## src/verilog/i2c_ctl_regs.vh

```
// Purpose: constants for the two-wire slave and master control block
// Assumes: 100 MHz aclk, 32-bit AXI4-Lite register words
// Notes: offsets are byte addresses
// Contract
// - pending slave flag holds clock line low
// - receive address after start, ack match only
// - address match or general call sets flag
// - start then stop sets bus error
// - direction flag copies received read/write bit
// - read address: stretch, ack, request transmit data
// - write address: stretch, ack, then await data
// - lost high or nack: collision, release outputs (code: collision only on a lost high data bit)
// - stop sets address/stop flag, marked stop
// - each received byte flags; software picks ack
// - data write sends byte; nack ends transmit
// - normal mode: pin0 data, pin1 clock, filtered
// - external driver mode uses pins 0..3
// - hold bit delays data after clock fall
// - priority field nonzero enables master interrupt
// - read/write enables gate done flags
// - master works only while enabled
// - timeout field forces idle after inactivity (code: only from owner or busy, not from unknown)
// - quick command stops after address ack
// - smart mode acks on data register read
// - promiscuous mode answers every address
// - ack select: 0 ack, 1 nack
// - bus state encoding; writing 01 forces idle
`ifndef I2C_CTL_REGS_VH
`define I2C_CTL_REGS_VH
`define OFS_COMMON_CTRL   8'h00
`define OFS_MASTER_IRQ    8'h04
`define OFS_MASTER_TMO    8'h08
`define OFS_MASTER_CMD    8'h0C
`define OFS_MASTER_STAT   8'h10
`define OFS_MASTER_DATA   8'h14
`define OFS_SLAVE_CTRL    8'h18
`define OFS_SLAVE_STAT    8'h1C
`define OFS_SLAVE_ADDR    8'h20
`define OFS_SLAVE_DATA    8'h24
`define OFS_PORT_DIR      8'h28
`define RST_BYTE          8'h00
`define BIT_EXT_DRV       0
`define BIT_SDA_HOLD      1
`define BIT_MEN           3
`define BIT_WRITE_IRQ_ENABLE          4
`define BIT_READ_IRQ_ENABLE          5
`define BIT_QUICK_COMMAND_ENABLE          1
`define BIT_AUTO_ACK_ON_READ_ENABLE          0
`define BIT_ACK_SEL       2
`define BS_UNKNOWN        2'h0
`define BS_IDLE           2'h1
`define BS_OWNER          2'h2
`define BS_BUSY           2'h3
`define CLK_PERIOD_NS     10
`define TMO_50_NS         50000
`define TMO_100_NS        100000
`define TMO_200_NS        200000
`define SDA_HOLD_NS       300
`define SDA_HOLD_CYC      5'h1E
`define FILT_LEN          3
`define RESP_OKAY         2'h0
`define RESP_SLVERR       2'h2
`endif
```

## src/verilog/i2c_ctl.v

```verilog
// Purpose: two-wire slave engine, pin mux and master control registers
// Assumes: one 100 MHz clock; pins sampled through two flip-flops
// Notes: master byte engine sits outside and talks over strobes
//
// Register access over AXI4-Lite and the placing of the registers were left to the implementer.
`timescale 1ns/100ps
`default_nettype none
`include "i2c_ctl_regs.vh"
module i2c_ctl #(
  parameter TMO_50_CYC  = `TMO_50_NS / `CLK_PERIOD_NS,
  parameter TMO_100_CYC = `TMO_100_NS / `CLK_PERIOD_NS,
  parameter TMO_200_CYC = `TMO_200_NS / `CLK_PERIOD_NS
) (
  input  wire        aclk,
  input  wire        aresetn,
  input  wire [7:0]  s_axi_awaddr,
  input  wire        s_axi_awvalid,
  output wire        s_axi_awready,
  input  wire [31:0] s_axi_wdata,
  input  wire [3:0]  s_axi_wstrb,
  input  wire        s_axi_wvalid,
  output wire        s_axi_wready,
  output reg  [1:0]  s_axi_bresp,
  output reg         s_axi_bvalid,
  input  wire        s_axi_bready,
  input  wire [7:0]  s_axi_araddr,
  input  wire        s_axi_arvalid,
  output wire        s_axi_arready,
  output reg  [31:0] s_axi_rdata,
  output reg  [1:0]  s_axi_rresp,
  output reg         s_axi_rvalid,
  input  wire        s_axi_rready,
  input  wire [3:0]  port_pin_in,
  output reg  [3:0]  port_pin_out,
  output reg  [3:0]  port_pin_oe_n,
  output reg         slew_control_on,
  input  wire        read_done_flag,
  input  wire        write_done_flag,
  input  wire        master_start_issued,
  input  wire        master_arb_lost,
  input  wire        master_addr_acked,
  input  wire [7:0]  master_rx_data,
  output reg         master_irq,
  output reg  [1:0]  master_irq_priority,
  output reg         master_enable,
  output reg         master_stop_req,
  output reg         master_ack_req,
  output reg         master_ack_value,
  output reg         master_cmd_req,
  output reg  [1:0]  master_cmd_code
);
  localparam S_IDLE = 8'h01;
  localparam S_ADDR = 8'h02;
  localparam S_AACK = 8'h04;
  localparam S_RX   = 8'h08;
  localparam S_DACK = 8'h10;
  localparam S_TX   = 8'h20;
  localparam S_TACK = 8'h40;
  localparam S_WAIT = 8'h80;

  // register bus
  reg  [7:0]  aw_addr_q;
  reg  [31:0] w_data_q;
  reg         aw_full_q;
  reg         w_full_q;
  reg         w_lane_q;
  wire        wr_go = aw_full_q & w_full_q & ~s_axi_bvalid;
  wire        wr_ok;
  wire        rd_go = s_axi_arvalid & ~s_axi_rvalid;
  assign s_axi_awready = ~aw_full_q;
  assign s_axi_wready  = ~w_full_q;
  assign s_axi_arready = ~s_axi_rvalid;

  reg  [7:0]  common_q;
  reg  [7:0]  mirq_q;
  reg  [7:0]  mtmo_q;
  reg         ack_sel_q;
  reg  [1:0]  bus_state_q;
  reg  [2:0]  slv_ctrl_q;
  reg  [6:0]  slv_addr_q;
  reg  [3:0]  port_dir_q;

  // slave state
  reg  [7:0]  state_q;
  reg  [3:0]  cnt_q;
  reg  [7:0]  shift_q;
  reg  [7:0]  rx_byte_q;
  reg         data_flag_q;
  reg         as_flag_q;
  reg         stop_seen_q;
  reg         coll_q;
  reg         berr_q;
  reg         dir_q;
  reg         rxack_q;
  reg         selected_q;
  reg         sda_want_q;
  reg         sda_low_q;
  reg         scl_low_q;
  reg  [4:0]  hold_cnt_q;

  wire ext_mode = common_q[`BIT_EXT_DRV];
  wire [7:0] wb = w_data_q[7:0];
  wire wr_lane  = wr_go & w_lane_q;

  // pin synchronisers and filter
  reg  [1:0]  sda_sync_q;
  reg  [1:0]  scl_sync_q;
  reg  [`FILT_LEN-1:0] sda_hist_q;
  reg  [`FILT_LEN-1:0] scl_hist_q;
  reg         sda_f_q;
  reg         scl_f_q;
  reg         sda_p_q;
  reg         scl_p_q;
  wire        sda_pin = port_pin_in[0];
  wire        scl_pin = port_pin_in[1];

  always @(posedge aclk)
  begin
    if (!aresetn)
    begin
      sda_sync_q <= 2'h3;
      scl_sync_q <= 2'h3;
      sda_hist_q <= {`FILT_LEN{1'b1}};
      scl_hist_q <= {`FILT_LEN{1'b1}};
      sda_f_q    <= 1'b1;
      scl_f_q    <= 1'b1;
      sda_p_q    <= 1'b1;
      scl_p_q    <= 1'b1;
    end
    else
    begin
      sda_sync_q <= {sda_sync_q[0], sda_pin};
      scl_sync_q <= {scl_sync_q[0], scl_pin};
      sda_hist_q <= {sda_hist_q[`FILT_LEN-2:0], sda_sync_q[1]};
      scl_hist_q <= {scl_hist_q[`FILT_LEN-2:0], scl_sync_q[1]};
      // filter only in normal mode; external drivers take raw levels
      if (ext_mode)
      begin
        sda_f_q <= sda_sync_q[1];
        scl_f_q <= scl_sync_q[1];
      end
      else
      begin
        if (&sda_hist_q | ~|sda_hist_q)
          sda_f_q <= sda_hist_q[0];
        if (&scl_hist_q | ~|scl_hist_q)
          scl_f_q <= scl_hist_q[0];
      end
      sda_p_q <= sda_f_q;
      scl_p_q <= scl_f_q;
    end
  end

  wire scl_rise = scl_f_q & ~scl_p_q;
  wire scl_fall = ~scl_f_q & scl_p_q;
  wire start_ev = scl_f_q & scl_p_q & sda_p_q & ~sda_f_q;
  wire stop_ev  = scl_f_q & scl_p_q & ~sda_p_q & sda_f_q;

  // software clear events, set wins below
  wire st_wr     = wr_lane & aw_addr_q == `OFS_SLAVE_STAT;
  wire dat_wr    = wr_lane & aw_addr_q == `OFS_SLAVE_DATA;
  wire clr_data  = (st_wr & wb[7]) | (dat_wr & state_q == S_TX & data_flag_q);
  wire clr_as    = st_wr & wb[6];
  wire slv_en    = slv_ctrl_q[0];
  wire promisc   = slv_ctrl_q[1];
  wire addr_hit  = shift_q[7:1] == slv_addr_q | shift_q[7:1] == 7'h00 | promisc;

  reg        set_data;
  reg        set_as;
  reg        set_coll;
  reg        set_berr;

  always @(posedge aclk)
  begin
    if (!aresetn)
    begin
      state_q     <= S_IDLE;
      cnt_q       <= 4'h0;
      shift_q     <= 8'h00;
      rx_byte_q   <= 8'h00;
      dir_q       <= 1'b0;
      rxack_q     <= 1'b0;
      selected_q  <= 1'b0;
      stop_seen_q <= 1'b0;
      sda_want_q  <= 1'b0;
      set_data    <= 1'b0;
      set_as      <= 1'b0;
      set_coll    <= 1'b0;
      set_berr    <= 1'b0;
    end
    else
    begin
      set_data <= 1'b0;
      set_as   <= 1'b0;
      set_coll <= 1'b0;
      set_berr <= 1'b0;
      if (!slv_en)
      begin
        state_q    <= S_IDLE;
        sda_want_q <= 1'b0;
        selected_q <= 1'b0;
      end
      else if (start_ev)
      begin
        state_q    <= S_ADDR;
        cnt_q      <= 4'h0;
        sda_want_q <= 1'b0;
        selected_q <= 1'b0;
      end
      else if (stop_ev)
      begin
        if (state_q == S_ADDR)
          set_berr <= 1'b1;
        else if (selected_q)
        begin
          set_as      <= 1'b1;
          stop_seen_q <= 1'b1;
        end
        state_q    <= S_IDLE;
        sda_want_q <= 1'b0;
        selected_q <= 1'b0;
      end
      else
      begin
        case (state_q)
          S_ADDR:
          begin
            if (scl_rise)
            begin
              shift_q <= {shift_q[6:0], sda_f_q};
              cnt_q   <= cnt_q + 4'h1;
            end
            else if (scl_fall && cnt_q == 4'h8)
            begin
              if (addr_hit)
              begin
                state_q    <= S_AACK;
                sda_want_q <= 1'b1;
              end
              else
                state_q <= S_WAIT;
            end
          end
          S_AACK:
            if (scl_fall)
            begin
              sda_want_q  <= 1'b0;
              set_as      <= 1'b1;
              stop_seen_q <= 1'b0;
              dir_q       <= shift_q[0];
              selected_q  <= 1'b1;
              cnt_q       <= 4'h0;
              if (shift_q[0])
              begin
                state_q  <= S_TX;
                set_data <= 1'b1;
              end
              else
                state_q <= S_RX;
            end
          S_RX:
          begin
            if (scl_rise)
            begin
              shift_q <= {shift_q[6:0], sda_f_q};
              cnt_q   <= cnt_q + 4'h1;
            end
            else if (scl_fall && cnt_q == 4'h8)
            begin
              rx_byte_q <= shift_q;
              set_data  <= 1'b1;
              state_q   <= S_DACK;
            end
          end
          S_DACK:
          begin
            // ack goes out only once software clears the data flag
            if (clr_data && data_flag_q)
              sda_want_q <= ~slv_ctrl_q[2];
            else if (scl_fall && !data_flag_q)
            begin
              sda_want_q <= 1'b0;
              cnt_q      <= 4'h0;
              state_q    <= slv_ctrl_q[2] ? S_WAIT : S_RX;
            end
          end
          S_TX:
          begin
            if (dat_wr && data_flag_q && cnt_q == 4'h0)
            begin
              shift_q    <= wb;
              sda_want_q <= ~wb[7];
            end
            else if (scl_rise)
            begin
              cnt_q <= cnt_q + 4'h1;
              if (!sda_want_q && !sda_f_q)
              begin
                set_coll   <= 1'b1;
                sda_want_q <= 1'b0;
                state_q    <= S_WAIT;
              end
            end
            else if (scl_fall && cnt_q == 4'h8)
            begin
              sda_want_q <= 1'b0;
              state_q    <= S_TACK;
            end
            else if (scl_fall && cnt_q != 4'h0)
            begin
              shift_q    <= {shift_q[6:0], 1'b0};
              sda_want_q <= ~shift_q[6];
            end
          end
          S_TACK:
          begin
            if (scl_rise)
              rxack_q <= sda_f_q;
            else if (scl_fall)
            begin
              set_data <= 1'b1;
              cnt_q    <= 4'h0;
              state_q  <= rxack_q ? S_WAIT : S_TX;
            end
          end
          S_WAIT:
            sda_want_q <= 1'b0;
          S_IDLE:
            sda_want_q <= 1'b0;
          default:
            state_q <= S_IDLE;
        endcase
      end
    end
  end

  // flags: a set in the same cycle as a clear wins
  always @(posedge aclk)
  begin
    if (!aresetn)
    begin
      data_flag_q <= 1'b0;
      as_flag_q   <= 1'b0;
      coll_q      <= 1'b0;
      berr_q      <= 1'b0;
    end
    else
    begin
      data_flag_q <= set_data | (data_flag_q & ~clr_data);
      as_flag_q   <= set_as | (as_flag_q & ~clr_as);
      coll_q      <= set_coll | (coll_q & ~(st_wr & wb[3]));
      berr_q      <= set_berr | (berr_q & ~(st_wr & wb[2]));
    end
  end

  // clock stretch and data hold
  wire stretch = data_flag_q | (as_flag_q & ~stop_seen_q);
  always @(posedge aclk)
  begin
    if (!aresetn)
    begin
      hold_cnt_q <= 5'h00;
      sda_low_q  <= 1'b0;
      scl_low_q  <= 1'b0;
    end
    else
    begin
      if (scl_fall && common_q[`BIT_SDA_HOLD])
        hold_cnt_q <= `SDA_HOLD_CYC;
      else if (hold_cnt_q != 5'h00)
        hold_cnt_q <= hold_cnt_q - 5'h01;
      if (hold_cnt_q == 5'h00 && !(scl_fall && common_q[`BIT_SDA_HOLD]))
        sda_low_q <= sda_want_q & ~coll_q;
      scl_low_q <= stretch & ~scl_f_q;
    end
  end

  // pin mux; oe_n low means driving
  always @(posedge aclk)
  begin
    if (!aresetn)
    begin
      port_pin_out    <= 4'hF;
      port_pin_oe_n   <= 4'hF;
      slew_control_on <= 1'b1;
    end
    else if (ext_mode)
    begin
      port_pin_out    <= {~scl_low_q, ~sda_low_q, 2'h3};
      port_pin_oe_n   <= ~port_dir_q;
      slew_control_on <= 1'b0;
    end
    else
    begin
      port_pin_out    <= 4'h0;
      port_pin_oe_n   <= {2'h3, ~scl_low_q, ~sda_low_q};
      slew_control_on <= 1'b1;
    end
  end

  // bus state and inactivity timeout
  reg  [15:0] idle_cnt_q;
  reg  [15:0] tmo_lim;
  always @*
  begin
    case (mtmo_q[3:2])
      2'h1:    tmo_lim = TMO_50_CYC[15:0];
      2'h2:    tmo_lim = TMO_100_CYC[15:0];
      2'h3:    tmo_lim = TMO_200_CYC[15:0];
      default: tmo_lim = 16'h0000;
    endcase
  end
  wire line_act = scl_rise | scl_fall | (sda_f_q ^ sda_p_q);
  wire tmo_hit  = mtmo_q[3:2] != 2'h0 && idle_cnt_q >= tmo_lim;
  wire men      = mirq_q[`BIT_MEN];

  always @(posedge aclk)
  begin
    if (!aresetn)
    begin
      idle_cnt_q  <= 16'h0000;
      bus_state_q <= `BS_UNKNOWN;
    end
    else
    begin
      if (line_act || tmo_hit)
        idle_cnt_q <= 16'h0000;
      else if (idle_cnt_q != 16'hFFFF)
        idle_cnt_q <= idle_cnt_q + 16'h0001;
      if (!men)
        bus_state_q <= `BS_UNKNOWN;
      else if (wr_lane && aw_addr_q == `OFS_MASTER_STAT && wb[1:0] == `BS_IDLE)
        bus_state_q <= `BS_IDLE;
      else if (bus_state_q != `BS_UNKNOWN || stop_ev)
      begin
        if (stop_ev || (tmo_hit && bus_state_q != `BS_IDLE))
          bus_state_q <= `BS_IDLE;
        else if (master_arb_lost)
          bus_state_q <= `BS_BUSY;
        else if (bus_state_q == `BS_IDLE && master_start_issued)
          bus_state_q <= `BS_OWNER;
        else if (bus_state_q == `BS_IDLE && start_ev)
          bus_state_q <= `BS_BUSY;
      end
    end
  end

  // master strobes
  wire mdata_rd = rd_go && s_axi_araddr == `OFS_MASTER_DATA;
  wire cmd_wr   = wr_lane && aw_addr_q == `OFS_MASTER_CMD;
  always @(posedge aclk)
  begin
    if (!aresetn)
    begin
      master_irq          <= 1'b0;
      master_irq_priority <= 2'h0;
      master_enable       <= 1'b0;
      master_stop_req     <= 1'b0;
      master_ack_req      <= 1'b0;
      master_ack_value    <= 1'b0;
      master_cmd_req      <= 1'b0;
      master_cmd_code     <= 2'h0;
    end
    else
    begin
      master_irq <= mirq_q[7:6] != 2'h0 && men &&
                    ((read_done_flag & mirq_q[`BIT_READ_IRQ_ENABLE]) |
                     (write_done_flag & mirq_q[`BIT_WRITE_IRQ_ENABLE]));
      master_irq_priority <= mirq_q[7:6];
      master_enable       <= men;
      master_stop_req     <= men & mtmo_q[`BIT_QUICK_COMMAND_ENABLE] & master_addr_acked;
      master_ack_req      <= men & mtmo_q[`BIT_AUTO_ACK_ON_READ_ENABLE] & mdata_rd;
      master_cmd_req      <= men & cmd_wr & wb[1:0] != 2'h0;
      // new ack select takes effect with a command written alongside it
      if (cmd_wr)
      begin
        master_ack_value <= wb[`BIT_ACK_SEL];
        master_cmd_code  <= wb[1:0];
      end
      else if (mdata_rd)
        master_ack_value <= ack_sel_q;
    end
  end

  // register writes
  assign wr_ok = aw_addr_q <= `OFS_PORT_DIR && aw_addr_q[1:0] == 2'h0;
  always @(posedge aclk)
  begin
    if (!aresetn)
    begin
      aw_full_q    <= 1'b0;
      w_full_q     <= 1'b0;
      aw_addr_q    <= 8'h00;
      w_data_q     <= 32'h0000_0000;
      w_lane_q     <= 1'b0;
      s_axi_bvalid <= 1'b0;
      s_axi_bresp  <= `RESP_OKAY;
      common_q     <= `RST_BYTE;
      mirq_q       <= `RST_BYTE;
      mtmo_q       <= `RST_BYTE;
      ack_sel_q    <= 1'b0;
      slv_ctrl_q   <= 3'h0;
      slv_addr_q   <= 7'h00;
      port_dir_q   <= 4'h0;
    end
    else
    begin
      if (s_axi_awvalid && !aw_full_q)
      begin
        aw_full_q <= 1'b1;
        aw_addr_q <= s_axi_awaddr;
      end
      if (s_axi_wvalid && !w_full_q)
      begin
        w_full_q <= 1'b1;
        w_data_q <= s_axi_wdata;
        w_lane_q <= s_axi_wstrb[0];
      end
      if (s_axi_bvalid && s_axi_bready)
        s_axi_bvalid <= 1'b0;
      if (wr_go)
      begin
        aw_full_q    <= 1'b0;
        w_full_q     <= 1'b0;
        s_axi_bvalid <= 1'b1;
        s_axi_bresp  <= wr_ok ? `RESP_OKAY : `RESP_SLVERR;
        // reserved bits are kept at zero regardless of what arrives
        if (w_lane_q)
          case (aw_addr_q)
            `OFS_COMMON_CTRL: common_q   <= {6'h00, wb[1:0]};
            `OFS_MASTER_IRQ:  mirq_q     <= {wb[7:3], 3'h0};
            `OFS_MASTER_TMO:  mtmo_q     <= {4'h0, wb[3:0]};
            `OFS_MASTER_CMD:  ack_sel_q  <= wb[`BIT_ACK_SEL];
            `OFS_SLAVE_CTRL:  slv_ctrl_q <= wb[2:0];
            `OFS_SLAVE_ADDR:  slv_addr_q <= wb[7:1];
            `OFS_PORT_DIR:    port_dir_q <= wb[3:0];
            default:          port_dir_q <= port_dir_q;
          endcase
      end
    end
  end

  // register reads
  reg [7:0] rd_val;
  always @*
  begin
    case (s_axi_araddr)
      `OFS_COMMON_CTRL: rd_val = common_q;
      `OFS_MASTER_IRQ:  rd_val = mirq_q;
      `OFS_MASTER_TMO:  rd_val = mtmo_q;
      `OFS_MASTER_CMD:  rd_val = {5'h00, ack_sel_q, 2'h0};
      `OFS_MASTER_STAT: rd_val = {read_done_flag, write_done_flag, 4'h0, bus_state_q};
      `OFS_MASTER_DATA: rd_val = master_rx_data;
      `OFS_SLAVE_CTRL:  rd_val = {5'h00, slv_ctrl_q};
      `OFS_SLAVE_STAT:  rd_val = {data_flag_q, as_flag_q, stretch, rxack_q,
                                  coll_q, berr_q, dir_q, stop_seen_q};
      `OFS_SLAVE_ADDR:  rd_val = {slv_addr_q, 1'b0};
      `OFS_SLAVE_DATA:  rd_val = rx_byte_q;
      `OFS_PORT_DIR:    rd_val = {4'h0, port_dir_q};
      default:          rd_val = 8'h00;
    endcase
  end

  always @(posedge aclk)
  begin
    if (!aresetn)
    begin
      s_axi_rvalid <= 1'b0;
      s_axi_rdata  <= 32'h0000_0000;
      s_axi_rresp  <= `RESP_OKAY;
    end
    else if (rd_go)
    begin
      s_axi_rvalid <= 1'b1;
      s_axi_rdata  <= {24'h000000, rd_val};
      s_axi_rresp  <= (s_axi_araddr <= `OFS_PORT_DIR && s_axi_araddr[1:0] == 2'h0)
                      ? `RESP_OKAY : `RESP_SLVERR;
    end
    else if (s_axi_rready)
      s_axi_rvalid <= 1'b0;
  end
endmodule // i2c_ctl
`default_nettype wire

```

## config.mk

```make
export PLATFORM = sky130hd
export DESIGN_NAME = i2c_ctl
export DESIGN_NICKNAME = d
export VERILOG_FILES = /design/src/verilog/i2c_ctl.v
export VERILOG_INCLUDE_DIRS = /design/src /design/src/verilog
export SDC_FILE = /design/constraint.sdc
export NUM_CORES = 1
export LEC_CHECK = 0
export ABC_CLOCK_PERIOD_IN_PS = 4019
export BUFFER_PORTS_ARGS = -buffer_cell sky130_fd_sc_hd__buf_4
export CAP_MARGIN = 20
export CORE_UTILIZATION = 45
export CTS_CLUSTER_DIAMETER = 100
export CTS_CLUSTER_SIZE = 10
export DETAILED_ROUTE_END_ITERATION = 16
export GPL_ROUTABILITY_DRIVEN = 0
export GPL_TIMING_DRIVEN = 0
export PLACE_DENSITY = 0.66
export SLEW_MARGIN = 20
export SYNTH_ARGS = -nofsm -noshare
export SYNTH_HDL_FRONTEND = slang
export SYNTH_SLANG_ARGS = --single-unit
```

## constraint.sdc

```tcl
create_clock -name aclk -period 4.02 [get_ports aclk]
set_input_delay 0.402 -clock aclk [delete_from_list [all_inputs] [get_ports aclk]]
set_output_delay 0.402 -clock aclk [all_outputs]
set_load 0.05 [all_outputs]
```

# After elaboration in Yosys (flattened, before gate mapping)
# Cells that the tools add are included.
dict set report op_classes {
  add_sub_neg 3
  n_mul 0
  n_div 0
  magnitude_cmp 3
  n_eq_ne 76
  shifts 0
  muxes 89
  bitwise 76
  n_reduce_logical 98
}
# cell count
set op_table {}
lappend op_table {{$mux W8} 21}
lappend op_table {{$pmux W8 S11} 1}
lappend op_table {{$eq A8 B5 Y1 const B} 8}
lappend op_table {{$eq A8 B6 Y1 const B} 7}
lappend op_table {{$pmux W8 S7} 1}
lappend op_table {{$pmux W15 S3} 1}
lappend op_table {{$eq A8 B4 Y1 const B} 5}
lappend op_table {{$mux W1} 40}
lappend op_table {{$mux W4} 9}
lappend op_table {{$ne A4 B4 Y1 const B} 9}
lappend op_table {{$and A1 B1 Y1} 34}
lappend op_table {{$reduce_bool A2 Y1} 14}
lappend op_table {{$not A1 Y1} 27}
lappend op_table {{$reduce_and A3 Y1} 9}
lappend op_table {{$ne A2 B2 Y1 const B} 13}
lappend op_table {{$reduce_and A13 Y1} 2}
lappend op_table {{$eq A8 B3 Y1 const B} 3}
lappend op_table {{$logic_and A1 B1 Y1} 24}
lappend op_table {{$pmux W4 S5} 1}
lappend op_table {{$mux W2} 9}
lappend op_table {{$ne A3 B3 Y1 const B} 6}
lappend op_table {{$add A16 B1 Y16 const B} 1}
lappend op_table {{$ge A16 B16 Y1} 1}
lappend op_table {{$le A8 B6 Y1 const B} 2}
lappend op_table {{other kinds (45)} 97}
dict set report word_totals {
  regBits 158
  latch_bits 0
  mem_bits_rw 0
  romBits 0
  inputBits 76
  out_inout_bits 60
  elab_cells 407
  memories 0
}

# Logic depth before layout (Yosys ltp)
# Gate-level depths: netlist of run 1.
dict set report depth {
  word_depth 12
  depth_mapped 11
  mapped_depth_nobuf 10
}

# Worst setup path after synthesis of run 1
# OpenSTA, ideal clock, no wires.
dict set report synth_timing {
  path_type {register to register}
  from {reg state_q[7]}
  to {reg shift_q[1]}
  setup_ns 0.116
  t_arrival_ns 2.298
  required_time_ns 3.904
  path_slack_ns 1.606
  stages_incl_launch_ff 9
  path_buffers 2
  synth_period_minus_slack_ns 2.414
  path_cell_list {dfxtp_1 buf_6 or4_4 or2_1 buf_6 nor4_4 mux2i_1 nand2_1 o211a_1}
}
dict set report synth_between {
  elab_chain_len 4
  elab_cells_between_ends 11
  classes_between {eq/ne: 7; mux: 1; reduce/logical: 3}
}
# element line_no
set synth_lines {}
lappend synth_lines {{start: declaration} i2c_ctl.v:84} ;# reg [7:0] state_q;
lappend synth_lines {{start signal: assignment} i2c_ctl.v:284} ;# state_q <= slv_ctrl_q[2] ? S_WAIT : S_RX;
lappend synth_lines {{start signal: assignment} i2c_ctl.v:323} ;# state_q <= rxack_q ? S_WAIT : S_TX;
lappend synth_lines {{$eq A8 B2 Y1 / $eq A8 B4 Y1 (equally long branches)} i2c_ctl.v:225} ;# case (state_q)
lappend synth_lines {{$reduce_or A2 Y1 (no source line)} --}
lappend synth_lines {{$ne A2 B1 Y1 (no source line) / $reduce_bool A2 Y1 (equally long branches)} --}
lappend synth_lines {{$reduce_and A8 Y1 (no source line)} --}
lappend synth_lines {{end signal: assignment} i2c_ctl.v:230} ;# shift_q <= {shift_q[6:0], sda_f_q};
lappend synth_lines {{end signal: assignment} i2c_ctl.v:265} ;# shift_q <= {shift_q[6:0], sda_f_q};
lappend synth_lines {{end signal: assignment} i2c_ctl.v:291} ;# shift_q <= wb;
lappend synth_lines {{end: declaration} i2c_ctl.v:86} ;# reg [7:0] shift_q;
# Several ways; a longest one is shown, not always the timed one.
# A chain may end at the register's enable or synchronous reset.

# Worst setup path after layout of run 1
dict set report layout_timing {
  from {reg w_lane_q}
  to {reg state_q[0]}
}
dict set report layout_between {
  elab_chain_len 8
  elab_cells_between_ends 13
  classes_between {eq/ne: 2; bitwise: 7; reduce/logical: 4}
}
# element line_no
set layout_lines {}
lappend layout_lines {{start: declaration} i2c_ctl.v:66} ;# reg w_lane_q;
lappend layout_lines {{start signal: assignment} i2c_ctl.v:517} ;# w_lane_q <= s_axi_wstrb[0];
lappend layout_lines {{$and A1 B1 Y1 (*)} i2c_ctl.v:103} ;# wire wr_lane = wr_go & w_lane_q;
lappend layout_lines {{$and A1 B1 Y1 (no source line)} --}
lappend layout_lines {{$and A1 B1 Y1 (2 in series)} i2c_ctl.v:162} ;# wire clr_data = (st_wr & wb[7]) | (dat_wr & state_q == S_TX & data_flag_q);
lappend layout_lines {{$or A1 B1 Y1} i2c_ctl.v:162}
lappend layout_lines {{$logic_and A1 B1 Y1} i2c_ctl.v:278} ;# if (clr_data && data_flag_q)
lappend layout_lines {{$ne A4 B4 Y1 (no source line)} --}
lappend layout_lines {{$reduce_and A13 Y1 (no source line) (*)} --}
# Every way passes the cells marked *; elsewhere a longest branch is shown, timed or not.

==> results of run 1 <==
[metrics by stage]
stage	instances	worst slack (ns)
finish	1253	0.9039
floorplan	916	1.606
global route	1253	0.7779
global placement	1221	0.8944
CTS	1253	0.9363
detailed placement	1221	0.9838
[registers in the layout, indices dropped and copies added, names as in the netlist, 3 cells and up]
register       flops
hold_cnt_q         5
port_pin_out       3
w_data_q           8
aw_addr_q          8
port_dir_q         4
port_pin_oe_n      4
state_q            8
sda_hist_q         3
slv_ctrl_q         3
s_axi_rdata        8
cnt_q              4
slv_addr_q         7
mtmo_q             4
mirq_q             5
scl_hist_q         3
rx_byte_q          8
idle_cnt_q        16
shift_q            8
[power by group through the flow]
stage / sequential, W / combinational [W] / clock [W]
2_1_floorplan: 0.00165 / 0.000250 / 0
3_3_place_gp: 0.00164 / 0.000366 / 0
3_5_place_dp: 0.00164 / 0.000370 / 0
5_1_grt: 0.00161 / 0.000403 / 0.00179
4_1_cts: 0.00161 / 0.000371 / 0.00172
6_report: 0.00161 / 0.000375 / 0.00169
[cells in the final DEF (no fill, tap or decap), types with 7 or more instances in the layout]
cell type / count
dfxtp_1: 155
buf_4: 108
nand2_1: 91
nor2_1: 64
nor2b_1: 55
mux2i_1: 48
clkbuf_1: 37
inv_1: 32
nand3_1: 30
a21oi_1: 29
o21ai_0: 26
a21boi_0: 26
conb_1: 26
ha_1: 24
a22oi_1: 20
clkbuf_16: 17
nor3_1: 15
nand2b_1: 15
xor2_1: 13
o211a_1: 12
xnor2_1: 11
nand4_1: 11
and3_1: 9
nor4_1: 9
a31oi_1: 8
a211oi_1: 7
[critical path, stage by stage, from the launching register on]
cell and delay [ns]:
dfxtp_1 0.40, nor4b_1 0.90, nand2_1 0.31, o41ai_1 0.75
nor2_1 0.23, a221o_1 0.40
[cell families after synthesis]
kind of cell | synth area share [%]
AOI/OAI and AO/OA | 16.05
xor gates and xnor gates | 2.664
adders and majority gates | 3.806
buffers and inverters | 6.486
DFF | 39.33
muxes | 6.660
other | 0.04753
and+or+nand+nor | 24.96
[metal layers]
| metal | vias up | global-route usage, % | routed length [um] |
|---|---|---|---|
| li1 | 3377 | - | - |
| met1 | 3286 | 35.83 | 10640 |
| met3 | 45 | 6.009 | 1644 |
| met5 | - | 0 | 0 |
| met2 | 275 | 37.08 | 9523 |
| met4 | 0 | 10.42 | 566 |
[worst max path at each step]
stage                            start    endpoint  slack [ns]
after floorplan             state_q[7]  shift_q[1]        1.61
after global placement    aw_addr_q[4]  state_q[0]        0.89
after detailed placement      w_lane_q  state_q[0]        0.98
after CTS                     w_lane_q  state_q[0]        0.94
after global routing          w_lane_q  state_q[0]        0.78
final                         w_lane_q  state_q[0]        0.90
[cell type report]
| class | instances | share of cell area [%] |
|---|---|---|
| Buffer | 70 | 4.127 |
| Clock buffer | 18 | 4.523 |
| Clock inverter | 14 | 1.978 |
| Inverter | 32 | 1.266 |
| Multi-Input combinational cell | 659 | 46.11 |
| Sequential cell | 155 | 32.70 |
| Tap cell | 225 | 2.967 |
| Timing Repair Buffer | 80 | 6.329 |
==> summary.txt, run 1 <==
Outcome
  – Run status: finished, final reports clean

Logic synthesis
  – Async S/R FF share, synth: 0%
  – Dominant cells by area after synthesis: dfxtp_1, mux2i_1, nor2b_1
  – Number of distinct library cells after synthesis: 73
  – Average size of a mapped cell: approximately 8.9 um2
  – Post-synth top cells: dfxtp_1, nand2_1, nor2_1
  – Proportion of synthesized chip area in sequential cells: 39.33%
  – Count of flip-flops with a built-in enable after synthesis: 0
  – Leading area contributor after synthesis: dfxtp_1
  – Synth Warn #: 0
  – Combined area of all synthesized cells: around 7900 um2
  – Total of flip-flops plus latches after synthesis: about 160
  – Most used DFF post-synth: dfxtp_1
  – Top cell type's share of synthesized area: approximately two fifths
  – Most used standard cell by instance count after synthesis: dfxtp_1
  – Count of mapped cells out of synthesis: approximately 900

Clock tree
  – TritonCTS clock tree: yes
  – Post-CTS setup buffer count: 0
  – Clock transition at path regs: approximately 0.070 ns
  – Clock Latency Late Sink: approximately 0.43 ns
  – H-tree Lvls: 4
  – Maximum number of buffers from clock root to sink: 2
  – Root Buffer Master: clkbuf_16
  – Post-CTS sizing: 0
  – Num Clock Sinks: 155
  – Total clock buffers created by CTS: 17
  – Number of buffers inserted for hold repair after clock tree synthesis: 0

Routing
  – Count of vias placed by the detailed router: roughly 7,000
  – Routed wire length: ~22,000 um
  – Count of TritonRoute iterations in the first routing pass: 5
  – Routed wire length per instance: between 15 and 20 um
  – Detailed Route Iter0 Violations: approximately 650
  – Number of remaining DRC errors: 0
  – Vias per cell: about 5.6
  – Final ANT Viol Nets: 0

Placed design
  – Count of port buffers added during placement: 80
  – Post-DP HPWL: 16,630 um
  – Post-Place Cell Area: 8866 um2

Power and ir drop
  – Cell-internal power: approximately 0.0027 W
  – Net switching share of the total power: a little over a quarter
  – Tot Pwr: 0.003676 W
  – Power share of the sequential group: between 40% and 50%
  – Switch Pwr: between 0.0009 and 0.001 W
  – Reported leakage power: ~3.7 nW
  – Maximum vdd drop: approximately 0.32 mV
  – Share of total power in combinational logic: between 10 and 15%
  – Clock network fraction of design power: a little under half
  – Power density of the placed cells: around 390 nW/um2

Global routing
  – Maximum number of pins on one net before global-route repair: 17
  – Number of antenna violations at the first check in global routing: 0
  – First-pass GRT wire length: 35,110 um
  – Grt total ovfl: 0
  – Tot GR Track Use: 25.45%
  – Number of global-route vias before repair: 6,483

Setup path
  – Worst-case register-to-register setup slack: approximately 0.90 ns
  – Worst setup EP type: register
  – FF-to-FF path depth: 5
  – Launch point of the worst reg-to-reg path: w_lane_q
  – Critical register-to-register path endpoint: state_q[0]
  – Maximum fanout along the worst path: 5
  – Sort of element at the start of the critical path: register
  – Crit path arrival time: 3.42 ns
  – Crit path kind: register to register
  – Data required time of the worst path: about 4.3 ns

Worst hold path
  – Worst Hold Launch: port_pin_in[1]
  – Hold Crit Endpoint: scl_sync_q[0]
  – Class of the tightest hold or removal check: input pin to register
  – Instance count along the most critical hold path: 2

Finish
  – Proportion of layout cells with a drive suffix above 1: 15.86%
  – Utilization after layout: 55.05%
  – Ant diodes: 0
  – Area occupied by registers: 3103 um2
  – NumNets Final: 1,115
  – Fill cell count: ~1,600
  – Area of all placed cells without fillers: ~9500 um2
  – Area growth from synthesis to layout: 20.27%
  – Multi-input combinational cell area: 4375 um2

Floorplanning
  – DIE AREA: 18,070 um2
  – Row Count: 48
  – Placeable core area: about 17,000 um2
  – Vertical die dimension: 134.4 um
  – Starting density of the core: 45.78%
  – Width of the die: about 130 um
  – Top-Level Pins: roughly 140

STA
  – Highest attainable clock frequency: ~320 MHz
  – Max-slew violation count: 0
  – Final worst-path cycle share: 77.52%
  – Aggregate negative setup slack: 0 ns
  – Transition time at the pin with the least slew margin: roughly 1.1 ns
  – Number of endpoints failing setup at the final stage: 0
  – Minimum clock period after layout: between 3 and 4 ns
  – Worst slew margin relative to its limit: a little over a quarter
  – RSZ-0062 raised after global routing: no
  – Hold_ws: around 0.15 ns
  – Worst clock skew: about 0.0083 ns
  – Hold Vio Cnt, Final: 0

Run
  – Number of maximum-capacitance constraint violations: 0
No activity file was read; power rests on OpenSTA's default activity.
==> run 2, diff against run 1 <==
- ABC_CLOCK_PERIOD_IN_PS: 4019 -> 3030
- clock period: 4.02 -> 3.03 ns (I/O delays scaled with it)
==> summary.txt, run 2 (same netlist as run 1, synthesis figures left out) <==
Routing
  – Count of TritonRoute iterations in the first routing pass: 5
  – Routed wire length per instance: 17.88 um
  – Vias per cell: ~5.6
  – Final ANT Viol Nets: 0
  – Count of vias placed by the detailed router: 6,997
  – Number of remaining DRC errors: 0
  – Detailed Route Iter0 Violations: between 600 and 700
  – Routed wire length: between 20,000 and 25,000 um

Setup path
  – Worst stage delay on the critical path: approximately 0.68 ns
  – WP depth: 6
  – Critical path cell sequence: or4b_1 > or2_1 > buf_6 > o41ai_1 > nor2_1 > a221o_1
  – Worst-case register-to-register setup slack: around 0.18 ns
  – Launch point of the worst reg-to-reg path: state_q[5]
  – Worst setup EP type: register
  – Worst Path Buf+Inv: 1
  – CP max-delay cell: o41ai_1
  – Delay-heaviest family, CP: compound AO/OA/AOI/OAI gates
  – Launching instance or port of the critical path: state_q[5]
  – FF-to-FF path depth: 6
  – Maximum fanout along the worst path: 9
  – Crit path arrival time: 3.16 ns
  – Critical register-to-register path endpoint: state_q[0]
  – Data required time of the worst path: 3.34 ns
  – Critical Path End: state_q[0]
  – Crit path kind: register to register
  – Sort of element at the start of the critical path: register

Placed design
  – Count of port buffers added during placement: 80
  – Cell count after placement: 1,221
  – Post-DP HPWL: 16,630 um

Finish
  – Commonest non-fill, non-tap cells in the layout: dfxtp_1, buf_4, nand2_1, nor2_1, nor2b_1
  – NumNets Final: roughly 1,100
  – Post-Layout Cell Count: 1,254
  – Proportion of layout cells with a drive suffix above 1: 16.13%
  – Most common cell after layout, fill and taps aside: dfxtp_1
  – Area growth from synthesis to layout: 20.63%
  – Number of flip-flops in the largest register: 16
  – Ant diodes: 0
  – Register bank with the most flops: idle_cnt_q

Clock tree
  – TritonCTS clock tree: yes
  – Clock Latency Late Sink: between 0.4 and 0.5 ns
  – Maximum number of buffers from clock root to sink: 2
  – Number of buffers inserted for hold repair after clock tree synthesis: 0
  – Clock transition at path regs: around 0.070 ns
  – Num Clock Sinks: roughly 160
  – Total clock buffers created by CTS: 17
  – Root Buffer Master: clkbuf_16
  – H-tree Lvls: 4

Power and ir drop
  – Net switching share of the total power: 26.27%
  – Switch Pwr: ~0.0013 W
  – Cell-internal power: ~0.0036 W
  – Power share of the sequential group: a little over two fifths
  – Power density of the placed cells: about 510 nW/um2
  – Clock network fraction of design power: a little under half
  – Reported leakage power: approximately 3.8 nW
  – Share of total power in combinational logic: between 10% and 20%
  – Tot Pwr: 0.004883 W
  – Maximum vdd drop: 0.4309 mV

Global routing
  – Maximum number of pins on one net before global-route repair: 17
  – Number of global-route vias before repair: about 6,500
  – First-pass GRT wire length: between 30,000 and 40,000 um
  – Tot GR Track Use: 25.50%
  – Grt total ovfl: 0
  – Number of antenna violations at the first check in global routing: 0

Run
  – Number of maximum-capacitance constraint violations: 0

STA
  – Max-slew violation count: 0
  – Hold Vio Cnt, Final: 0
  – Final worst-path cycle share: 94.11%
  – RSZ-0062 raised after global routing: no
  – Transition time at the pin with the least slew margin: between 0.9 and 1 ns
  – Minimum clock period after layout: between 2 and 3 ns
  – Number of endpoints failing setup at the final stage: 0
  – Highest attainable clock frequency: ~350 MHz
  – Worst slew margin relative to its limit: around a third
  – Worst clock skew: 0.01006 ns

Floorplanning
  – Top-Level Pins: 136
  – Starting density of the core: a little under half
  – Vertical die dimension: about 130 um
  – Placeable core area: around 17,000 um2
  – DIE AREA: 18,070 um2
  – Row Count: 48
  – Width of the die: 134.4 um

Outcome
  – Run status: finished, final reports clean

Worst hold path
  – Class of the tightest hold or removal check: input pin to register
## run 2: cell types whose count changed in the layout (fill, tap and decap cells not counted), sizes merged
| cell | change |
|---|---|
| buf | +1 |
## run 2: per-stage QoR
| step | setup slack (ns) | util [%] | setup TNS (ns) | cell area, um2 | hold WS (ns) |
|---|---|---|---|---|---|
| global route | 0.02595 | 55.22 | 0 | 9518 | 0.04179 |
| CTS | 0.09158 | 55.05 | 0 | 9489 | 0.04683 |
| detailed placement | -0.006196 | 51.44 | -0.006196 | 8866 | 0.3991 |
| floorplan | 0.6160 | - | 0 | 7984 | 0.3798 |
| global placement | -0.09563 | 51.44 | -0.09563 | 8866 | 0.3916 |
| finish | 0.1784 | 55.22 | 0 | 9518 | 0.05133 |
## run 2: worst min path at each step
stage / slack (ns) / depth (start not counted) / end / startpoint
after CTS: 0.05 / 2 / scl_sync_q[0] / port_pin_in[1]
after global placement: 0.39 / 1 / sda_sync_q[1] / sda_sync_q[0]
after floorplan: 0.38 / 1 / port_pin_oe_n[2] / port_dir_q[2]
final: 0.05 / 2 / scl_sync_q[0] / port_pin_in[1]
after detailed placement: 0.40 / 1 / sda_sync_q[1] / sda_sync_q[0]
after global routing: 0.04 / 2 / scl_sync_q[0] / port_pin_in[1]
## run 2: power groups by stage
stage               clock, W  sequential (W)  combinational, W
floorplan                  0         0.00219          0.000332
global placement           0         0.00218          0.000485
detailed placement         0         0.00218          0.000491
CTS                  0.00228         0.00213          0.000492
global route         0.00237         0.00214          0.000536
finish               0.00225         0.00214          0.000499
## run 2: what timing repair did
item	in CTS	in global routing
gates resized for setup	1	4
setup buffers	0	1
hold endpoints to repair	0	0
endpoints found under the setup margin	1	28
## run 2: final cells by class
type                    count  area [um2]
clock inverters            14       187.7
fillers                  1596        7719
multi-input cells         659        4395
inverters                  32       120.1
repair buffers             81       608.1
flip-flops and latches    155        3103
clock buffers              18       429.2
well taps                 225       281.5
plain buffers              70       392.9
## run 2: worst register-to-register path, stage by stage (launching register included)
cell and delay (ns):
dfxtp_1 0.48, or4b_1 0.54, or2_1 0.25, buf_6 0.14, o41ai_1 0.68, nor2_1 0.24, a221o_1 0.40
## run 2: layer usage
metal	global-route usage [%]	vias to the layer above	share of wire [%]	wire [um]
met4	10.42	0	2.4	534
met5	0	-	0	0
met3	6.122	39	7.3	1647
met2	37.16	267	43	9586
li1	-	3386	-	-
met1	35.83	3305	48	10650
